File: src/hw/fgf_pkg.sv
// Package for the fast input glitch filter: widths, clock rate, reset values, qualifier states
package fgf_pkg;
  // Filter clock divider width and sample count width
  localparam int FGF_DIV_W = 16;
  localparam int FGF_CNT_W = 8;
  // Clock rate of the system clock in Hz
  localparam int FGF_CLK_HZ = 125_000_000;
  // Reset values of configuration-derived state
  localparam logic FGF_LEVEL_RST = 1'b0;
  localparam logic [FGF_DIV_W-1:0] FGF_DIV_RST = 16'h0000;
  localparam logic [FGF_CNT_W-1:0] FGF_CNT_RST = 8'h00;
  // Qualifier states
  typedef enum logic [1:0] {
    FGF_BYPASS,
    FGF_QUALIFY
  } fgf_mode_e;
endpackage : fgf_pkg

File: src/hw/fgf_tick_if.sv
// Interface carrying the filter sampling tick from divider to qualifier
`timescale 1ns/1ps
`default_nettype none
interface fgf_tick_if;
  logic tick;
  modport src (output tick);
  modport dst (input tick);
endinterface : fgf_tick_if
`default_nettype wire

File: src/hw/fgf_divider.sv
// Divider producing the one-cycle filter sampling enable
`timescale 1ns/1ps
`default_nettype none
module fgf_divider
  import fgf_pkg::*;
(
  input wire logic clk,
  input wire logic rst,
  input wire logic run,
  input wire logic [FGF_DIV_W-1:0] div_period,
  fgf_tick_if.src tk
);
  logic [FGF_DIV_W-1:0] div_cnt;

  // Count clk cycles; tick once per div_period+1 cycles
  always_ff @(posedge clk) begin
    if (rst || !run) begin
      div_cnt <= FGF_DIV_RST;
    end else if (div_cnt >= div_period) begin
      div_cnt <= FGF_DIV_RST;
    end else begin
      div_cnt <= div_cnt + 16'h0001;
    end
  end

  // Rising edge of the filter clock
  assign tk.tick = run && !rst && (div_cnt >= div_period);
endmodule : fgf_divider
`default_nettype wire

File: src/hw/fgf_filter.sv
// Fast input glitch filter: qualifies a raw input before the pulse counter
// Function
// - Sample the raw input once on every filter clock rising edge.
// - Count filter edges; clear the counter on reaching the configured count.
// - On count completion with stable level, forward that level to the counter.
// - Level change before completion clears counter and restarts from new level.
// - Output lags input at least sample count times filter period; both configurable.
`timescale 1ns/1ps
`default_nettype none
module fgf_filter
  import fgf_pkg::*;
(
  input wire logic clk,
  input wire logic rst,
  input wire logic raw_in,
  input wire logic filt_en,
  input wire logic [FGF_DIV_W-1:0] div_period,
  input wire logic [FGF_CNT_W-1:0] sample_num,
  output logic fast_pulse_counter_in,
  output logic sample_tick
);
  fgf_tick_if tk ();
  fgf_mode_e mode;
  logic last_level;
  logic [FGF_CNT_W-1:0] sample_cnt;
  logic target_hit;

  // Filter clock generator; concerns software choice of div_period
  fgf_divider u_div (
    .clk(clk),
    .rst(rst),
    .run(filt_en),
    .div_period(div_period),
    .tk(tk)
  );

  assign sample_tick = tk.tick;
  assign mode = filt_en ? FGF_QUALIFY : FGF_BYPASS;
  // Zero samples treated as one so the filter still advances
  assign target_hit = (sample_cnt + 8'h01 >= sample_num);

  // Sample the input on each filter edge
  always_ff @(posedge clk) begin
    if (rst) begin
      last_level <= FGF_LEVEL_RST;
    end else if (mode == FGF_BYPASS) begin
      last_level <= raw_in;
    end else if (tk.tick) begin
      last_level <= raw_in;
    end
  end

  // Sample counter with restart on level change
  always_ff @(posedge clk) begin
    if (rst || mode == FGF_BYPASS) begin
      sample_cnt <= FGF_CNT_RST;
    end else if (tk.tick) begin
      if (raw_in != last_level) begin
        sample_cnt <= FGF_CNT_RST;
      end else if (target_hit) begin
        sample_cnt <= FGF_CNT_RST;
      end else begin
        sample_cnt <= sample_cnt + 8'h01;
      end
    end
  end

  // Filtered level towards the counter accumulator
  always_ff @(posedge clk) begin
    if (rst) begin
      fast_pulse_counter_in <= FGF_LEVEL_RST;
    end else begin
      case (mode)
        FGF_BYPASS: fast_pulse_counter_in <= raw_in;
        FGF_QUALIFY: begin
          if (tk.tick && raw_in == last_level && target_hit) begin
            fast_pulse_counter_in <= last_level;
          end
        end
        default: fast_pulse_counter_in <= FGF_LEVEL_RST;
      endcase
    end
  end

  // Checking aids below feed only the assertions of this module
  // Clocks since the last filter edge, kept apart from the divider
  logic [FGF_DIV_W-1:0] gap_cnt;
  // Clocks since the last level change met on a filter edge
  logic [FGF_DIV_W+FGF_CNT_W-1:0] since_chg;
  // Shortest legal lag in clocks for the present settings
  logic [FGF_DIV_W+FGF_CNT_W-1:0] lag_min;
  // Sample count with zero read as one, as the qualifier does
  logic [FGF_CNT_W-1:0] samples_eff;

  // Phase counter restarted by every filter edge and by bypass
  always_ff @(posedge clk) begin
    if (rst || mode == FGF_BYPASS || tk.tick) begin
      gap_cnt <= FGF_DIV_RST;
    end else begin
      gap_cnt <= gap_cnt + 16'h0001;
    end
  end

  // Age of the newest level, saturating so it never wraps to zero
  always_ff @(posedge clk) begin
    if (rst || mode == FGF_BYPASS) begin
      since_chg <= {FGF_CNT_RST, FGF_DIV_RST};
    end else if (tk.tick && raw_in != last_level) begin
      since_chg <= {FGF_CNT_RST, FGF_DIV_RST};
    end else if (since_chg != {8'hff, 16'hffff}) begin
      since_chg <= since_chg + {8'h00, 16'h0001};
    end
  end

  // Minimum lag: sample count times filter period, both in clocks
  assign samples_eff = (sample_num == FGF_CNT_RST) ? 8'h01 : sample_num;
  assign lag_min = ({8'h00, div_period} + {8'h00, 16'h0001}) * {16'h0000, samples_eff};
endmodule : fgf_filter
`default_nettype wire

File: config.mk
export PLATFORM = sky130hd
export DESIGN_NAME = fgf_filter
export DESIGN_NICKNAME = d
export VERILOG_FILES = /design/src/hw/fgf_pkg.sv /design/src/hw/fgf_tick_if.sv /design/src/hw/fgf_divider.sv /design/src/hw/fgf_filter.sv
export SDC_FILE = /design/constraint.sdc
export NUM_CORES = 1
export LEC_CHECK = 0
export BUFFER_PORTS_ARGS = -buffer_cell sky130_fd_sc_hd__buf_2
export CAP_MARGIN = 10
export CORE_AREA = 2 2 65 67
export CTS_CLUSTER_DIAMETER = 40
export CTS_CLUSTER_SIZE = 12
export DETAILED_ROUTE_END_ITERATION = 10
export DIE_AREA = 0 0 67 69
export PLACE_DENSITY = 0.78
export RECOVER_POWER = 50
export SLEW_MARGIN = 5
export SYNTH_ARGS = -nofsm -noshare
export SYNTH_HDL_FRONTEND = slang
export SYNTH_SLANG_ARGS = --single-unit
export TNS_END_PERCENT = 20
File: constraint.sdc
create_clock -name clk -period 2.47 [get_ports clk]
set_input_delay 0.247 -clock clk [delete_from_list [all_inputs] [get_ports clk]]
set_output_delay 0.247 -clock clk [all_outputs]
set_load 0.03 [all_outputs]
==> results of run 1 <==
## placed cells by master (no fill, tap or decap), types with 3 or more instances in the layout
master | Yosys | final
o21ai_0 | 8 | 6
ha_4 | 0 | 4
o21ai_1 | 1 | 3
and3_1 | 6 | 6
a32oi_1 | 3 | 3
xnor2_1 | 10 | 10
nand3_1 | 8 | 8
ha_1 | 26 | 22
buf_2 | 0 | 27
nor2_1 | 20 | 20
nand2_1 | 17 | 17
o22ai_1 | 3 | 3
o311ai_0 | 5 | 5
nand4_1 | 8 | 8
inv_1 | 29 | 29
dfxtp_2 | 0 | 5
xor2_1 | 10 | 10
a21oi_1 | 17 | 16
buf_4 | 0 | 11
nand2b_1 | 3 | 3
clkbuf_8 | 0 | 4
dfxtp_1 | 26 | 21
or3_1 | 4 | 4
## through the flow
| step | util, % | cells |
|---|---|---|
| 6_report | 59.7 | 323 |
| 5_1_grt | 59.7 | 323 |
| 4_1_cts | 57.9 | 323 |
| 3_5_place_dp | 56.2 | 319 |
| 3_3_place_gp | 56.2 | 319 |
| 2_1_floorplan | - | 233 |
## critical path, stage by stage, from the launching register on
cell      delay (ps)
dfxtp_2          350
ha_1             290
nand4_1          120
or4_4            510
a221oi_4         220
nor3_2           110
nor2_1           110
buf_4            170
## cells in the mapped netlist (all sizes together) (2+ instances only)
cell type / number / share of area (%)
inv: 29 / 5.6
dfxtp: 26 / 27
ha: 26 / 17
nor2: 20 / 3.9
a21oi: 17 / 4.4
nand2: 17 / 3.3
nand4: 10 / 4.3
xnor2: 10 / 4.5
xor2: 10 / 4.5
o21ai: 9 / 2.3
nand3: 8 / 2.1
and3: 6 / 1.9
o311ai: 5 / 2.2
buf: 4 / 1.9
or3: 4 / 1.3
a32oi: 3 / 1.3
nand2b: 3 / 0.96
nor3: 3 / 0.77
o22ai: 3 / 0.96
and4: 2 / 0.90
o21a: 2 / 0.77
or4: 2 / 0.96
## final cells by class
type / count / area share (%)
Clock buffer: 4 / 2.36
Inverter: 29 / 4.66
Multi-Input combinational cell: 174 / 58.0
Sequential cell: 26 / 22.5
Tap cell: 50 / 2.68
Timing Repair Buffer: 40 / 9.80
## layer usage
layer / vias to the layer above / part of all wire [%] / global-route usage, %
li1: 920 / - / -
met1: 836 / 44 / 22.8
met2: 40 / 51 / 34.3
met3: 9 / 3.7 / 2.45
met4: 0 / 1.6 / 7.03
met5: - / 0 / 0
## power by group through the flow
stage | clock (W) | sequential (W) | combinational, W
2_1_floorplan | 0 | 0.000435 | 0.0000527
3_3_place_gp | 0 | 0.000435 | 0.0000907
3_5_place_dp | 0 | 0.000435 | 0.0000943
4_1_cts | 0.000280 | 0.000425 | 0.0000949
5_1_grt | 0.000303 | 0.000426 | 0.000115
6_report | 0.000276 | 0.000425 | 0.000101
## logic make-up after synthesis
family	count (synthesis)	synth area share, %
XOR/XNOR	20	8.99
adder cells (fa/ha/maj)	26	16.7
AO/OA/AOI/OAI	48	17.9
buffers and inverters	33	7.51
multiplexers	1	0.514
flip-flops	26	26.7
AND/OR/NAND/NOR	79	21.6
## worst min-delay path by stage
stage	start	to	slack (ps)	depth (start not counted)
2_1_floorplan	raw_in	last_level	400	2
3_5_place_dp	u_div.div_cnt[0]	u_div.div_cnt[0]	480	1
3_3_place_gp	u_div.div_cnt[0]	u_div.div_cnt[0]	460	1
5_1_grt	raw_in	last_level	280	3
4_1_cts	raw_in	last_level	280	3
6_report	raw_in	last_level	280	3
## repair_timing
| item | CTS | global route |
|---|---|---|
| pin swaps | 1 | 0 |
| setup endpoints to repair | 2 | 2 |
| gates resized for setup | 3 | 13 |
## registers in the layout, indices dropped and copies added (netlist names)
| register | flops |
|---|---|
| last_level | 1 |
| sample_cnt | 8 |
| u_div.div_cnt | 16 |
| fast_pulse_counter_in | 1 |
==> impl_metrics.yaml, run 1 <==
status:
  status: "finished clean"
pwr:
  swShare_pct: 23.9
  power_w: 0.000802
  combPwrFrac_pct: 12.6
  p_seq_share_pct: 53.0
  ir_drop_mv: 0.227
  powerDensity_nw_per_um2: 343
  p_clk_share_pct: 34.4
  internal-power_w: 0.000611
  p_leak_nw: 1.02
  switchingPower_w: 0.000191
detailed_routing:
  ant_nets: 0
  vias: 1805
  wl_per_cell_um: 13.3
  dr.pass1.iters: 4
  routed_via_density: 5.59
  drc_errors: 0
  drt_iter0_drc: 73
  drt_wl_total_mm: 4.29
global_routing:
  antenna_found_initial: 0
  grt_usage_pct: 19.2
  grt_max_degree: 16
  grt-ovfl-total: 0
  grt_pass1_vias: 1718
  grt_pass1_wl_mm: 7.25
floorplan:
  die_x_um: 67
  core-area_um2: 3910
  chipHeight_um: 69
  rows: 23
  initial_utilization_pct: 49.8
  io_pins: 30
  die_area_um2: 4620
timing:
  worst_pin_slew_ps: 476
  setup_violations: 0
  fmax_mhz: 417
  slew_violations: 0
  period_needed_ps: 2400
  rsz0062_at_grt: "yes"
  fin_ws_ps: 73.5
  finalCritPeriodShare_pct: 97.0
  setup_tns_ps: 0
  relSlewSlack_pct: 68.3
  hold_violations: 0
  whs_ps: 276
  finalClockSkew_ps: 3.18
clock_network:
  clockBufferDepth: 2
  cts_setup_buffers: 0
  clock_sink_count: 26
  numCtsBuffers: 3
  hold_buffers: 0
  htreeDepth: 1
  cts_tree: "yes"
  clock_latency_ps: 270
  cts_root_buf: "clkbuf_8"
  clkTransAtPathRegs_ps: 90
place:
  pre_cts_ws_ps: -9.69
  gp_congestion: 0.864
  place_hpwl_mm: 3.37
  portBuffers: 29
  place_area_um2: 2200
final_layout:
  multi_input_area_um2: 1350
  layout-drive-gt1-share_pct: 22.7
  seqCellArea_um2: 527
  fillerInstances: 360
  nNetsFinal: 328
  area_growth_pct: 19.9
  antennaDiodeCount: 0
  design_area_um2: 2340
synth:
  synthFlopType: "dfxtp_1"
  synth_cells: 233
  async_flop_share_pct: 0
  synth_area_per_cell_um2: 8.36
  synth-edff-count: 0
  ys_ff_latch: 26
  yosys_warnings: 0
  syn_nets: 287
  syn_area_um2: 1950
  yosysUniqueCellTypes: 41
  ys_seq_area_share_pct: 26.7
setup_path:
  r2r_cells: 10
  start_kind: "register"
  worstPathMaxFanout: 5
  crit_type: "register to primary output"
  arrival_ps: 2150
  r2r_start: "sample_cnt[0]"
  cp-startpoint: "u_div.div_cnt[10]"
  timing.reg2reg.setup_slack_ps: 100
  cp-end-kind: "primary output"
  reg2reg_to: "fast_pulse_counter_in"
  required_ps: 2220
  endpoint: "sample_tick"
run:
  maxCapViolations: 0
hold_path:
  hp-class: "input pin to register"
Power figures use the tool's default switching activity.
==> inputs of run 2 (changes only) <==
--- a/config.mk
+++ b/config.mk
@@ -9,3 +9,3 @@
 export CAP_MARGIN = 10
-export CORE_AREA = 2 2 65 67
+export CORE_AREA = 2 2 69 71
 export CTS_CLUSTER_DIAMETER = 40
@@ -13,4 +13,5 @@
 export DETAILED_ROUTE_END_ITERATION = 10
-export DIE_AREA = 0 0 67 69
-export PLACE_DENSITY = 0.78
+export DIE_AREA = 0 0 71 73
+export GPL_TIMING_DRIVEN = 0
+export PLACE_DENSITY = 0.71
 export RECOVER_POWER = 50
--- a/constraint.sdc
+++ b/constraint.sdc
@@ -3,2 +3,2 @@
 set_output_delay 0.247 -clock clk [all_outputs]
-set_load 0.03 [all_outputs]
+set_load 0.01 [all_outputs]
==> run 2 against run 1 <==
Compared with the run above: total power rose by 9.4%; global-route usage decreased by 3.2 points; maximum frequency fell by 0.11%; final area increased by 5.2%; first-iteration DRC count increased by 1.4%; clock skew fell by 1.1 ps; critical path depth grew 2; critical path type is now register to register.
==> impl_metrics.yaml, run 2 (same netlist as run 1, synthesis figures left out) <==
pwr:
  internal-power_w: 0.000678
  switchingPower_w: 0.000200
  p_seq_share_pct: 47.7
  p_leak_nw: 1.04
  combPwrFrac_pct: 11.8
  p_clk_share_pct: 40.5
  ir_drop_mv: 0.329
  swShare_pct: 22.8
  powerDensity_nw_per_um2: 357
place:
  gp_congestion: 0.815
  portBuffers: 29
  place_hpwl_mm: 3.00
  place_inst: 316
  pre_cts_ws_ps: -278
timing:
  whs_ps: 278
  fmax_mhz: 417
  finalClockSkew_ps: 2.03
  fin_ws_ps: 70.9
  hold_violations: 0
  relSlewSlack_pct: 57.5
  slew_violations: 0
  rsz0062_at_grt: "yes"
  period_needed_ps: 2400
  finalCritPeriodShare_pct: 97.1
  setup_violations: 0
  worst_pin_slew_ps: 638
detailed_routing:
  wl_per_cell_um: 13.1
  drt_wl_total_mm: 4.31
  ant_nets: 0
  vias: 1752
  routed_via_density: 5.34
  drt_iter0_drc: 74
  dr.pass1.iters: 4
  drc_errors: 0
final_layout:
  final_cell_mix: "inv_1 (29), buf_2 (28), ha_1 (20)"
  area_growth_pct: 26.2
  largest_reg_flops: 16
  layout-drive-gt1-share_pct: 27.0
  antennaDiodeCount: 0
  nNetsFinal: 329
  reg_top3: "u_div.div_cnt: 16 flops, sample_cnt: 8 flops"
  regMostFlops: "u_div.div_cnt"
  layout.cells.non_filler: 328
  final_common_cell: "inv_1"
  fillerInstances: 417
status:
  status: "finished clean"
setup_path:
  crit_type: "register to register"
  worstPathMaxFanout: 5
  timing.reg2reg.setup_slack_ps: 70
  cp-end-kind: "register"
  arrival_ps: 2570
  start_kind: "register"
  required_ps: 2640
floorplan:
  die_x_um: 71
  initial_utilization_pct: 43.0
  rows: 25
  io_pins: 30
  core-area_um2: 4540
  chipHeight_um: 73
  die_area_um2: 5180
global_routing:
  grt_usage_pct: 16.1
  antenna_found_initial: 0
  grt_pass1_wl_mm: 6.75
  grt.busiest_layer: "met2"
  met3_usage_pct: 3.04
  use_met2_pct: 28.6
  grt_pass1_vias: 1537
  grt_max_degree: 16
  grt_use_met1_pct: 20.1
  grt-ovfl-total: 0
clock_network:
  clockBufferDepth: 2
  clock_sink_count: 26
  clkTransAtPathRegs_ps: 90
  cts_root_buf: "clkbuf_8"
  cts_tree: "yes"
  numCtsBuffers: 3
  htreeDepth: 1
  clock_latency_ps: 270
run:
  maxCapViolations: 0
hold_path:
  hp-class: "input pin to register"
==> run 2: power by group through the flow <==
stage | combinational (W) | sequential (W) | clock (W)
after floorplan | 0.0000527 | 0.000434 | 0
after CTS | 0.0000969 | 0.000425 | 0.000361
final | 0.000103 | 0.000418 | 0.000356
after detailed placement | 0.0000884 | 0.000435 | 0
after global placement | 0.0000862 | 0.000435 | 0
after global routing | 0.000116 | 0.000419 | 0.000384
==> run 2: path summary, 6_finish.rpt <==
| path | end | depth (start not counted) | from |
|---|---|---|---|
| worst min-delay path | fast_pulse_counter_in | 3 | rst |
| worst min register to register | u_div.div_cnt[0] | 1 | u_div.div_cnt[0] |
| worst max register to register | fast_pulse_counter_in | 9 | sample_cnt[0] |
| worst max-delay path | fast_pulse_counter_in | 9 | sample_cnt[0] |
==> run 2: timing repair <==
item	in CTS	in global routing
cloned	0	1
setup buffers	1	6
hold buffers	0	0
endpoints found under the setup margin	10	10
gates resized for setup	15	21
pin swaps	4	9
==> run 2: per-stage QoR <==
step	utilization, %	TNS, ps	area (um^2)	power (W)
floorplan	-	0	1950	0.000487
global placement	47.6	-1690	2160	0.000521
detailed placement	47.6	-1790	2160	0.000523
CTS	51.5	0	2340	0.000883
global route	54.2	-44.3	2460	0.000920
finish	54.2	0	2460	0.000878
==> run 2: routing by layer <==
metal / part of all wire, % / wire length [um]
met5: 0 / 0
met4: 1.3 / 55
met3: 5.2 / 226
met2: 50 / 2170
met1: 43 / 1850
==> run 2: final cells by class <==
type,count,area (um^2),area share (%)
tap,54,67.6,2.75
timing repair buffer,36,196,7.99
clock buffer,3,41.3,1.68
multi-input combinational,175,1440,58.4
buffer,4,31.3,1.27
inverter,29,109,4.43
sequential,26,547,22.2
clock inverter,1,30.0,1.22
==> run 2: worst max-delay path, stage by stage (launching register included) <==
cell and delay (ps):
dfxtp_4 390, and3_1 190, nand4_1 140, xnor2_2 180
ha_1 320, nand2_2 90, nor3_4 220, a21oi_2 110
or4_1 410, o221a_2 250
==> inputs of run 3 (changes only) <==
- ABC_AREA: unset -> 1
- CORE_AREA: 2 2 69 71 -> 2 2 67 69
- DIE_AREA: 0 0 71 73 -> 0 0 69 71
==> run 3 against run 2 <==
Compared with the run above: non-clock buffer count fell by 3; hold slack got worse by 120 ps; critical endpoint is now sample_cnt[3]; cell count grew 4.0%; sequential share of layout area rose by 1.8 points; combinational power decreased by 25%; critical path depth grew 4; count of clock-buffer cells in the layout unchanged; global-route usage down 2.6 points.
==> impl_metrics.yaml, run 3 <==
setup_path:
  crit_type: "register to register"
  required_ps: 2660
  cp_slowest_cell: "dfxtp_2"
  arrival_ps: 2490
  start_kind: "register"
  worstPathMaxFanout: 5
  crit_chain: "nand2_1, nor2_4, nand3_2, nor3_2, xor2_1, ha_1, a21oi_1, o21a_1, nand3_2, nor3_4, buf_4, nand2_1, o21ai_0"
  cp_slowest_stage_delay_ps: 370
  cp-end-kind: "register"
synth:
  async_flop_share_pct: 0
  synthTopCellsByCount: "inv_1 (50), nand2_1 (45), dfxtp_1 (26), ha_1 (26), a21oi_1 (19)"
  yosysUniqueCellTypes: 27
  yosysTopAreaCellShare_pct: 28.5
  yosys_warnings: 0
  synthTopCellsByArea: "dfxtp_1 (28%), ha_1 (18%), inv_1 (10%)"
  syn_nets: 304
  synth_area_per_cell_um2: 7.31
  synth-edff-count: 0
  ys_seq_area_share_pct: 28.5
  synth_cells: 250
  ys_ff_latch: 26
  yosysTopAreaCell: "dfxtp_1"
  synthFlopType: "dfxtp_1"
  yosysMostFrequentCell: "inv_1"
  syn_area_um2: 1830
detailed_routing:
  drt_wl_total_mm: 3.19
  vias: 1606
  drc_errors: 0
  routed_via_density: 4.71
  wl_per_cell_um: 9.37
  dr.pass1.iters: 4
  drt_iter0_drc: 42
  ant_nets: 0
timing:
  finalClockSkew_ps: 6.64
  rsz0062_at_grt: "no"
  hold_violations: 0
  setup_tns_ps: 0
  finalCritPeriodShare_pct: 93.2
  whs_ps: 163
  period_needed_ps: 2300
  fmax_mhz: 435
  relSlewSlack_pct: 69.2
  setup_violations: 0
  slew_violations: 0
  worst_pin_slew_ps: 461
final_layout:
  regMostFlops: "u_div.div_cnt"
  final_cell_mix: "inv_1 (51), nand2_1 (46), buf_2 (28)"
  area_growth_pct: 18.9
  layout.cells.non_filler: 341
  antennaDiodeCount: 0
  post-route-util_pct: 51.7
  layout-drive-gt1-share_pct: 19.4
  reg_top3: "u_div.div_cnt: 16 flops, sample_cnt: 8 flops"
  nNetsFinal: 344
  largest_reg_flops: 16
  design_area_um2: 2170
  final_common_cell: "inv_1"
clock_network:
  numCtsBuffers: 3
  clock_sink_count: 26
  cts_root_buf: "clkbuf_8"
  clock_latency_ps: 270
  clockBufferDepth: 2
  cts_tree: "yes"
  htreeDepth: 1
  hold_buffers: 0
  clkTransAtPathRegs_ps: 90
place:
  place_inst: 331
  portBuffers: 29
  place_hpwl_mm: 2.57
  gp_congestion: 0.724
  place_area_um2: 2040
hold_path:
  hp-class: "input pin to register"
global_routing:
  grt_pass1_wl_mm: 5.66
  grt_max_degree: 16
  antenna_found_initial: 0
  grt-ovfl-total: 0
  grt_usage_pct: 13.4
  grt_pass1_vias: 1435
pwr:
  p_leak_nw: 1.16
  powerDensity_nw_per_um2: 393
  ir_drop_mv: 0.340
floorplan:
  chipHeight_um: 71
  io_pins: 30
  die_area_um2: 4900
  initial_utilization_pct: 43.5
  die_x_um: 69
  core-area_um2: 4200
  rows: 24
run:
  maxCapViolations: 0
status:
  status: "finished clean"
## run 3: cell count changes in the layout (fill, tap and decap cells not counted), sizes merged, moves of 4 or more
cell    change
nand2      +32
inv        +23
nand3       +4
or3         -4
nand4       -6
and3        -6
nor3        +7
o311ai      -5
xnor2       -9
buf         -4
## run 3: worst max-delay path, delay by kind of cell (launching register included)
family,cells,cell delay (ps)
AO/OA/AOI/OAI,3,390
XOR/XNOR,1,250
adder cells (fa/ha/maj),1,290
buffers and inverters,1,170
flip-flops,1,370
AND/OR/NAND/NOR,7,750
## run 3: cell type report
type	count	area (um^2)
repair buffers	35	189
plain buffers	2	7.51
inverters	52	195
multi-input cells	170	1120
clock buffers	3	41.3
fillers	428	2030
clock inverters	1	30.0
well taps	52	65.1
flip-flops and latches	26	523
## run 3: path summary, 6_finish.rpt
check / start / to / slack [ps] / depth (start not counted)
hold reg to reg: u_div.div_cnt[0] / u_div.div_cnt[0] / 480 / 1
hold / removal: rst / fast_pulse_counter_in / 160 / 2
setup / recovery: sample_cnt[0] / sample_cnt[3] / 170 / 13
setup reg to reg: sample_cnt[0] / sample_cnt[3] / 170 / 13
## run 3: where the power goes
part	internal [W]	switching (W)
Combinational	0.0000361	0.0000416
Clock	0.000217	0.000135
Sequential	0.000422	0.00000246
## run 3: through the flow
stage / setup slack [ps] / power (W)
floorplan: 247 / 0.000481
global placement: -113 / 0.000511
detailed placement: -164 / 0.000514
CTS: 7.37 / 0.000863
global route: 11.8 / 0.000895
finish: 169 / 0.000854
## run 3: cells by family after synthesis
group	synth area share, %
AO/OA/AOI/OAI	9.92
XOR/XNOR	6.23
adder cells (fa/ha/maj)	17.8
buffers and inverters	11.2
flip-flops	28.5
AND/OR/NAND/NOR	26.4
## run 3: layer usage
metal	global-route usage, %	share of wire, %	vias up
li1	-	-	876
met1	17.1	47	709
met2	24.1	49	19
met3	2.56	2.8	2
met4	1.96	0.53	0
met5	0	0	-
## run 3: timing repair
action,CTS,global route
pin swaps,2,1
buffers inserted,6,0
setup endpoints to repair,8,9
gates resized for setup,1,6
cloned,0,0
hold endpoints to repair,0,0
